$ cat config.mk
export PLATFORM = sky130hd
export DESIGN_NAME = rx_selftest_status
export DESIGN_NICKNAME = d
export VERILOG_FILES = /design/src/core/rx_selftest_pkg.sv /design/src/core/pattern_if.sv /design/src/core/pattern_gen.sv /design/src/core/rx_selftest_status.sv
export SDC_FILE = /design/constraint.sdc
export NUM_CORES = 1
export LEC_CHECK = 0
export ABC_CLOCK_PERIOD_IN_PS = 2200
export BUFFER_PORTS_ARGS = -buffer_cell sky130_fd_sc_hd__clkbuf_2
export CAP_MARGIN = 10
export CORE_ASPECT_RATIO = 0.7
export CORE_MARGIN = 10
export CORE_UTILIZATION = 50
export DETAILED_ROUTE_END_ITERATION = 10
export PLACE_DENSITY = 0.75
export SLEW_MARGIN = 30
export SYNTH_ARGS = -nofsm -noshare
export SYNTH_HDL_FRONTEND = slang
export SYNTH_SLANG_ARGS = --single-unit
$ cat constraint.sdc
create_clock -name ref_clk -period 2.2 [get_ports ref_clk]
set_clock_uncertainty 0.05 [all_clocks]
set_input_delay 0.22 -clock ref_clk [delete_from_list [all_inputs] [get_ports ref_clk]]
set_output_delay 0.22 -clock ref_clk [all_outputs]
set_load 0.1 [all_outputs]
$ cat src/core/rx_selftest_pkg.sv
// constants and types for the receive self-test status block
// assumes a single 200 MHz clock domain
package rx_selftest_pkg;
  // status codes on the receive status bus
  localparam logic [2:0] ST_DATA_OK = 3'h0;
  localparam logic [2:0] ST_CMD_OK = 3'h1;
  localparam logic [2:0] ST_LAST_GOOD = 3'h2;
  localparam logic [2:0] ST_LAST_BAD = 3'h4;
  localparam logic [2:0] ST_START = 3'h5;
  localparam logic [2:0] ST_MISMATCH = 3'h6;
  localparam logic [2:0] ST_WAIT = 3'h7;
  // first character of a test sequence (data zero)
  localparam logic [7:0] SEQ_FIRST_CHAR = 8'h00;
  localparam logic [7:0] LFSR_SEED = 8'hFF;
  localparam logic [7:0] LFSR_TAPS = 8'hB8;
  localparam logic [7:0] SEQ_LEN = 8'hFF;
  // error lead over matches that forces a resync
  localparam logic [5:0] ERR_LEAD_LIMIT = 6'h10;
  localparam logic [5:0] CNT_MAX = 6'h3F;
  // recentering time of the elasticity buffer in characters
  localparam logic [3:0] RECENTER_CHARS = 4'h9;
  typedef enum logic [3:0] {
    S_START = 4'b0001,
    S_WAIT = 4'b0010,
    S_COMPARE = 4'b0100,
    S_RECENTER = 4'b1000
  } selftest_state_e;
endpackage

$ cat src/core/pattern_if.sv
// carrier between the state machine and the pattern generator
// assumes one clock domain
`timescale 1ns/1ps
`default_nettype none
interface pattern_if;
  logic load;
  logic advance;
  logic [7:0] expected;
  logic last;
  modport ctrl (output load, output advance, input expected, input last);
  modport gen (input load, input advance, output expected, output last);
endinterface
`default_nettype wire

$ cat src/core/pattern_gen.sv
// expected test pattern generator (lfsr plus position counter)
// assumes load and advance never together with conflicting intent
`timescale 1ns/1ps
`default_nettype none
module pattern_gen
  import rx_selftest_pkg::*;
(
  input wire logic ref_clk,
  input wire logic sys_rst,
  pattern_if.gen pat
);
  logic [7:0] lfsr_reg, lfsr_next;
  logic [7:0] pos_reg, pos_next;

  always_comb begin
    lfsr_next = lfsr_reg;
    pos_next = pos_reg;
    if (pat.load) begin
      lfsr_next = LFSR_SEED;
      pos_next = 8'h01;
    end else if (pat.advance) begin
      lfsr_next = lfsr_reg[0] ? ((lfsr_reg >> 1) ^ LFSR_TAPS) : (lfsr_reg >> 1);
      pos_next = (pos_reg == SEQ_LEN) ? 8'h00 : pos_reg + 8'h01;
    end
  end

  always_ff @(posedge ref_clk) begin
    if (sys_rst) begin
      lfsr_reg <= LFSR_SEED;
      pos_reg <= 8'h00;
    end else begin
      lfsr_reg <= lfsr_next;
      pos_reg <= pos_next;
    end
  end

  // position zero expects the sequence start character
  assign pat.expected = (pos_reg == 8'h00) ? SEQ_FIRST_CHAR : lfsr_reg;
  assign pat.last = (pos_reg == SEQ_LEN);
endmodule
`default_nettype wire

$ cat src/core/rx_selftest_status.sv
// receive self-test status state machine, one channel
// assumes decoded characters arrive synchronous to ref_clk with a strobe
`timescale 1ns/1ps
`default_nettype none
module rx_selftest_status
  import rx_selftest_pkg::*;
(
  input wire logic ref_clk,
  input wire logic sys_rst,
  input wire logic selftest_enable,
  input wire logic pll_locked,
  input wire logic buffer_fault,
  input wire logic char_valid,
  input wire logic [7:0] char_data,
  input wire logic char_is_command,
  output logic [2:0] receive_status_bus,
  output logic status_valid
);
  pattern_if pat ();

  pattern_gen u_gen (
    .ref_clk(ref_clk),
    .sys_rst(sys_rst),
    .pat(pat)
  );

  // ----------------------------------------
  // decode of the channel conditions
  // ----------------------------------------
  selftest_state_e state_reg, state_next;
  logic [5:0] err_reg, err_next;
  logic [5:0] match_reg, match_next;
  logic [3:0] recenter_reg, recenter_next;
  logic [2:0] status_reg, status_next;
  logic valid_reg, valid_next;
  logic hit;
  logic [6:0] lead;
  logic abort_start;
  logic abort_fault;
  logic take;
  logic seq_start;
  logic resync;
  logic clear_cnt;

  assign hit = (char_data == pat.expected);
  // counters saturate; a wider lead only needs to pass the limit
  assign lead = {1'b0, err_reg} - {1'b0, match_reg};
  // lock loss outranks a buffer fault; both report start
  assign abort_start = !selftest_enable || !pll_locked;
  assign abort_fault = !abort_start && buffer_fault;
  assign take = char_valid && !abort_start && !buffer_fault;
  assign seq_start = (char_data == SEQ_FIRST_CHAR) && !char_is_command;
  assign resync = !hit && !lead[6] && (lead[5:0] >= ERR_LEAD_LIMIT);

  // ----------------------------------------
  // state machine
  // ----------------------------------------
  always_comb begin
    state_next = state_reg;
    pat.load = 1'b0;
    pat.advance = 1'b0;
    if (abort_start) begin
      state_next = S_START;
    end else if (abort_fault) begin
      state_next = S_RECENTER;
    end else if (char_valid) begin
      unique case (state_reg)
        S_START: begin
          state_next = S_WAIT;
        end
        S_RECENTER: begin
          // hold start until the buffer has recentered
          if (recenter_reg == 4'h1) begin
            state_next = S_WAIT;
          end
        end
        S_WAIT: begin
          if (seq_start) begin
            state_next = S_COMPARE;
            pat.load = 1'b1;
          end
        end
        S_COMPARE: begin
          pat.advance = 1'b1;
          if (resync) begin
            state_next = S_WAIT;
          end
        end
        default: begin
          state_next = S_START;
        end
      endcase
    end
  end

  always_ff @(posedge ref_clk) begin
    if (sys_rst) begin
      state_reg <= S_START;
    end else begin
      state_reg <= state_next;
    end
  end

  // ----------------------------------------
  // error and match counters
  // ----------------------------------------
  // the difference check restarts from zero in start and wait
  assign clear_cnt = abort_start || abort_fault ||
    (take && state_next == S_WAIT && state_reg != S_WAIT);

  always_comb begin
    err_next = err_reg;
    match_next = match_reg;
    if (clear_cnt) begin
      err_next = '0;
      match_next = '0;
    end else if (take && state_reg == S_COMPARE) begin
      if (hit) begin
        if (match_reg != CNT_MAX) begin
          match_next = match_reg + 6'h01;
        end
      end else if (err_reg != CNT_MAX) begin
        err_next = err_reg + 6'h01;
      end
    end
  end

  always_ff @(posedge ref_clk) begin
    if (sys_rst) begin
      err_reg <= '0;
      match_reg <= '0;
    end else begin
      err_reg <= err_next;
      match_reg <= match_next;
    end
  end

  // ----------------------------------------
  // recenter count
  // ----------------------------------------
  always_comb begin
    recenter_next = recenter_reg;
    if (abort_fault) begin
      recenter_next = RECENTER_CHARS;
    end else if (take && state_reg == S_RECENTER) begin
      recenter_next = recenter_reg - 4'h1;
    end
  end

  always_ff @(posedge ref_clk) begin
    if (sys_rst) begin
      recenter_reg <= '0;
    end else begin
      recenter_reg <= recenter_next;
    end
  end

  // ----------------------------------------
  // status outputs
  // ----------------------------------------
  always_comb begin
    status_next = status_reg;
    valid_next = 1'b0;
    if (abort_start || abort_fault) begin
      status_next = ST_START;
    end else if (take) begin
      valid_next = 1'b1;
      unique case (state_reg)
        S_START: begin
          status_next = ST_START;
        end
        S_RECENTER: begin
          status_next = ST_START;
        end
        S_WAIT: begin
          status_next = seq_start ? ST_DATA_OK : ST_WAIT;
        end
        S_COMPARE: begin
          if (pat.last) begin
            status_next = hit ? ST_LAST_GOOD : ST_LAST_BAD;
          end else if (!hit) begin
            status_next = ST_MISMATCH;
          end else if (char_is_command) begin
            status_next = ST_CMD_OK;
          end else begin
            status_next = ST_DATA_OK;
          end
        end
        default: begin
          status_next = ST_START;
        end
      endcase
    end
  end

  always_ff @(posedge ref_clk) begin
    if (sys_rst) begin
      status_reg <= ST_START;
      valid_reg <= 1'b0;
    end else begin
      status_reg <= status_next;
      valid_reg <= valid_next;
    end
  end

  assign receive_status_bus = status_reg;
  assign status_valid = valid_reg;
endmodule
`default_nettype wire

Yosys cells after proc, flatten, opt, wreduce, memory -nomap -nowiden
Index checks and enable logic that the tools add are counted.

operators by class
  $add $sub $neg = 5
  order comparisons = 1
  eq/ne operators = 11
  multiplexer cells = 30
  bitwise logic cells = 2
  reductions and logical operators = 30

operators with widths
  cell                   count
  $mux W4                8
  $mux W8                3
  $logic_not A8 Y1       2
  $pmux W4 S4            1
  $mux W1                13
  $add A6 B1 Y6 const B  2
  $mux W3                4
  $ne A6 B6 Y1 const B   2
  $logic_and A1 B1 Y1    10
  $add A8 B1 Y8 const B  1
  $eq A4 B1 Y1 const B   2
  $eq A4 B2 Y1 const B   2
  $eq A8 B8 Y1           1
  $eq A8 B8 Y1 const B   1
  $reduce_or A2 Y1       4
  $logic_not A1 Y1       7
  $sub A6 B6 Y7          1
  $ge A6 B5 Y1 const B   1
  $pmux W3 S2            1
  $reduce_and A3 Y1      2
  $eq A4 B3 Y1 const B   1
  $eq A4 B4 Y1 const B   1
  $ne A4 B2 Y1 const B   1
  $not A3 Y4             1
  4 further kinds        7

word-level totals
  bits in registers = 40
  output and inout port bits = 4
  word-level logic and storage cells = 89

Logic depth before layout (Yosys ltp)
  word-level depth = 16
  gate-level depth with buffers = 10

Modules after synthesis
A second synthesis with hierarchy kept.

second synthesis, totals
  cell total of the unflattened synthesis = 288
  area, all modules = 2,441.1 um^2

by module, submodules not included
  module              instances  cells an instance  area an instance (um^2)  seq. area each (um^2)
  rx_selftest_status  1          196                1,670.4                  480.5
  pattern_gen         1          92                 770.7                    320.3

Worst setup path after synthesis
Ideal clock, no wire load.

  path type = reg2reg
  from = register u_gen.pos_reg[0]
  to = register err_reg[4]
  setup time = 79 ps
  arrival = 2,043 ps
  data required time = 2,071 ps
  path slack = 28 ps
  cell stages (with the launch flop) = 10
  cell sequence = dfxtp_1 > inv_1 > ha_1 > nor4b_4 > and2_4 > o32ai_1 > and4_1 > buf_6 > or4_4 > a211oi_2

between the ends
  word-level cells in the longest chain between the ends = 16
  elaborated cells on any way between the ends = 18
  classes of those cells = eq/ne (2); mux (6); bitwise (1); reduce/logical (9)

RTL lines
  what                               RTL line                   text
  start: declaration                 pattern_gen.sv:13          logic [7:0] pos_reg, pos_next;
  start signal: assignment           pattern_gen.sv:33          pos_reg <= pos_next;
  $logic_not A8 Y1 (*)               pattern_gen.sv:38          assign pat.expected = (pos_reg == 8'h00) ? SEQ_FIRST_CHAR : lfsr_reg;
  $mux W8 (*)                        pattern_gen.sv:38
  $eq A8 B8 Y1 (*)                   rx_selftest_status.sv:45   assign hit = (char_data == pat.expected);
  $logic_not A1 Y1                   -
  $logic_and A1 B1 Y1 (2 in series)  rx_selftest_status.sv:53   assign resync = !hit && !lead[6] && (lead[5:0] >= ERR_LEAD_LIMIT);
  $mux W4                            rx_selftest_status.sv:85   if (resync) begin
  $pmux W4 S4                        rx_selftest_status.sv:67   unique case (state_reg)
  $mux W4                            rx_selftest_status.sv:66   end else if (char_valid) begin
  $mux W4                            rx_selftest_status.sv:64   end else if (abort_fault) begin
  $mux W4                            rx_selftest_status.sv:62   if (abort_start) begin
  $eq A4 B2 Y1                       rx_selftest_status.sv:109  (take && state_next == S_WAIT && state_reg != S_WAIT);
  $logic_and A1 B1 Y1 (2 in series)  rx_selftest_status.sv:109
  $logic_or A1 B1 Y1                 rx_selftest_status.sv:108  assign clear_cnt = abort_start || abort_fault ||
  $reduce_or A2 Y1 (no source line)  -
  end signal: assignment             rx_selftest_status.sv:133  err_reg <= err_next;
  end: declaration                   rx_selftest_status.sv:31   logic [5:0] err_reg, err_next;

Mark *: on every way between the ends. The rest lies on a longest branch, timed or not.
A chain may end at the register's enable or synchronous reset.

Worst setup path in the final report
  from = register u_gen.pos_reg[1]
  to = register err_reg[4]

Same word-level chain as after synthesis.

==> results.yml <==
status:
  outcome: "finished, violations left"
  violations: "setup timing"
setup_path:
  critical_path_class: "reg2reg"
  worstReg2RegEnd: "err_reg[4]"
  cp_cell_sequence: "inv_2, ha_4, nor4b_4, and2_4, o32ai_2, and4_4, clkbuf_16, or4_4, a211oi_2"
  crit_family: "simple AND/OR/NAND/NOR gates"
  crit_path_max_incr_delay_ns: 0.48
  r2r-start: "u_gen.pos_reg[1]"
  crit_buf_inv: 2
  r2r_slack_ns: -0.11
  critPathRequiredTime_ns: 2.37
  crit_arrival_ns: 2.48
  cp-end-kind: "flip-flop"
  slowest_stage: "or4_4"
  critPathLaunchType: "flip-flop"
  rr_worst_depth: 9
  critPathMaxFanout: 8
power_and_ir_drop:
  swShare_pct: 21.9
  comb_power_share_pct: 7.6
  power.density_nw_per_um2: 475
  leakagePower_nw: 1.30
  seqPwrFrac_pct: 46.8
  p_int_mw: 1.22
  fin_total_pwr_mw: 1.57
  ir_drop_uv: 411
  pwr-share-clk_pct: 45.7
  switchingPower_mw: 0.344
final_layout:
  layout_commonest_cell: "buf_4"
  synthToLayoutAreaGrowth_pct: 33.3
  mostFrequentLayoutCells: "buf_4, dfxtp_1, nand2_1"
  nNetsFinal: 398
  diodes: 0
  drive_gt1_share_pct: 31.2
  fin_util_pct: 69.0
worst_hold_path:
  worstHoldPathCells: 3
  hp-start: "char_is_command"
  holdCritPathClass: "in2reg"
  hold_path_end: "receive_status_bus[0]"
placement:
  post-dp-hpwl_um: 4850
  portBuffers: 18
  gp_congestion: 0.818
sta:
  min_period_ns: 2.31
  finalHoldViolCount: 0
  setup_viol: 10
  timing.fmax_mhz: 432
  rsz0062_at_grt: "true"
  slew_headroom_pct: 57.3
  tightest_slew_ns: 0.634
  fin_ws_ns: -0.113
  slew_violations: 0
  timing.final.crit_share_pct: 105
synth:
  synthArstFlopShare_pct: 0
  synth_xor_area_share_pct: 6.72
  synth_top_area_share_pct: 32.4
  syn_nets: 329
  ys_warn_count: 0
  synth-main-ff-cell: "dfxtp_1"
  synth_area_leaders: "dfxtp_1, ha_1, o21ai_0"
  yosys.area_share.simple_pct: 28.9
  synth_top_family_by_area: "simple AND/OR/NAND/NOR gates"
  synth_compound_area_share_pct: 20.9
  synth.largest_area_cell: "dfxtp_1"
  syn_inst: 303
  synth_adder_area_share_pct: 5.56
  syn_avg_cell_area_um2: 8.17
  ys_seq_elements: 40
  yosysSeqAreaShare_pct: 32.4
  synth.area.mux_share_pct: 0.809
  synth_edf_count: 0
  syn-cell-area_um2: 2470
  synth_cell_types: 50
grt:
  first_global_vias: 2368
  grt_max_degree: 17
  grt-ovfl-total: 0
  grtUsageTotal_pct: 16.4
  antenna_found_initial: 0
  grt_pass1_wl_um: 11400
routing:
  drc: 0
  wl_per_cell_um: 16.5
  drt_first_pass_iters: 5
  post_drt_via_cell_ratio: 5.97
  totalWireLength_um: 7270
  detail-route-antenna-nets: 0
  vias: 2634
  drt_iter0_drc: 199
clocking:
  htree_levels: 2
  cts_hold_buf: 0
  cts_tree: "built"
  path_clk_slew_ns: 0.08
  clockBufferDepth: 2
  clkLatencyLatePin_ns: 0.30
  clock_sinks: 40
  cts_buffers: 5
  root_buffer: "clkbuf_8"
floorplan:
  core_um2: 4780
  die_width_um: 104
  dieHeight_um: 78.9
  ioPinCount: 19
  die_area_um2: 8210
  num_rows: 21
  initial_core_util_pct: 51.8
run:
  maxCapViolations: 0
timing repair:
action                                  4_1_cts  5_1_grt
endpoints found under the setup margin       16       24
resized for setup                            17       16
gates cloned                                  1        1
setup buffers                                 9        0
pin swaps                                    14        6
area by class of cell:
type,instances,area (um2)
Timing Repair Buffer,78,578
Clock inverter,2,60.1
Inverter,11,41.3
Multi-Input combinational cell,236,1660
Clock buffer,5,68.8
Tap cell,69,86.3
Sequential cell,40,803
Fill cell,382,1480
Yosys cell counts (4+ instances only):
master	n
o32ai_1	4
xnor2_1	12
nor3_1	10
o211ai_1	6
xor2_1	7
dfxtp_1	40
ha_1	11
nor2_1	16
nor4bb_1	4
a211oi_1	13
clkbuf_1	7
nand3_1	14
and3_1	4
or3_1	9
a31oi_1	8
buf_2	5
inv_1	11
nand4_1	11
nand2_1	31
a21oi_1	16
o21ai_0	25
worst max path at each step:
stage	startpoint	to	slack (ns)	cells after the start
6_report	u_gen.pos_reg[1]	err_reg[4]	-0.11	9
5_1_grt	u_gen.pos_reg[1]	err_reg[4]	-0.19	9
4_1_cts	u_gen.pos_reg[1]	match_reg[3]	-0.09	10
3_5_place_dp	u_gen.pos_reg[0]	err_reg[4]	-0.17	9
3_3_place_gp	u_gen.pos_reg[0]	match_reg[2]	-0.35	8
2_1_floorplan	u_gen.pos_reg[0]	err_reg[4]	0.03	9
routing by layer:
| metal | track usage (%) | vias up | share of wire, % |
|---|---|---|---|
| met3 | 3.47 | 25 | 5.9 |
| li1 | - | 1271 | - |
| met2 | 26.6 | 101 | 46 |
| met4 | 6.09 | 0 | 3.0 |
| met5 | 0 | - | 0 |
| met1 | 21.0 | 1237 | 45 |
worst register-to-register path: cells and delay by family (launching register included):
| kind | cells | cell delay, ns |
|---|---|---|
| fa+ha+maj | 1 | 0.13 |
| buf+inv | 2 | 0.23 |
| flops | 1 | 0.33 |
| compound gates | 2 | 0.30 |
| simple gates | 4 | 1.21 |
through the flow:
step / cells / area [um2] / hold slack [ns] / setup slack, ns / setup TNS, ns
floorplan: 303 / 2470 / 0.310 / 0.0281 / 0
global placement: 423 / 2940 / 0.412 / -0.351 / -4.07
detailed placement: 423 / 2950 / 0.426 / -0.169 / -1.67
CTS: 440 / 3220 / 0.163 / -0.0871 / -0.369
global route: 441 / 3300 / 0.173 / -0.191 / -1.87
finish: 441 / 3300 / 0.163 / -0.113 / -0.485
power groups by stage:
stage	clock network (mW)	logic (mW)	registers, mW
detailed placement	0	0.106	0.749
CTS	0.713	0.113	0.732
global route	0.751	0.128	0.733
floorplan	0	0.0531	0.755
global placement	0	0.104	0.749
finish	0.716	0.119	0.733
logic make-up after synthesis:
| family | Yosys count |
|---|---|
| simple gates | 123 |
| compound gates | 81 |
| flops | 40 |
| buf+inv | 27 |
| xor+xnor | 19 |
| fa+ha+maj | 11 |
| mux | 2 |
(Power assumes the default switching activity.)
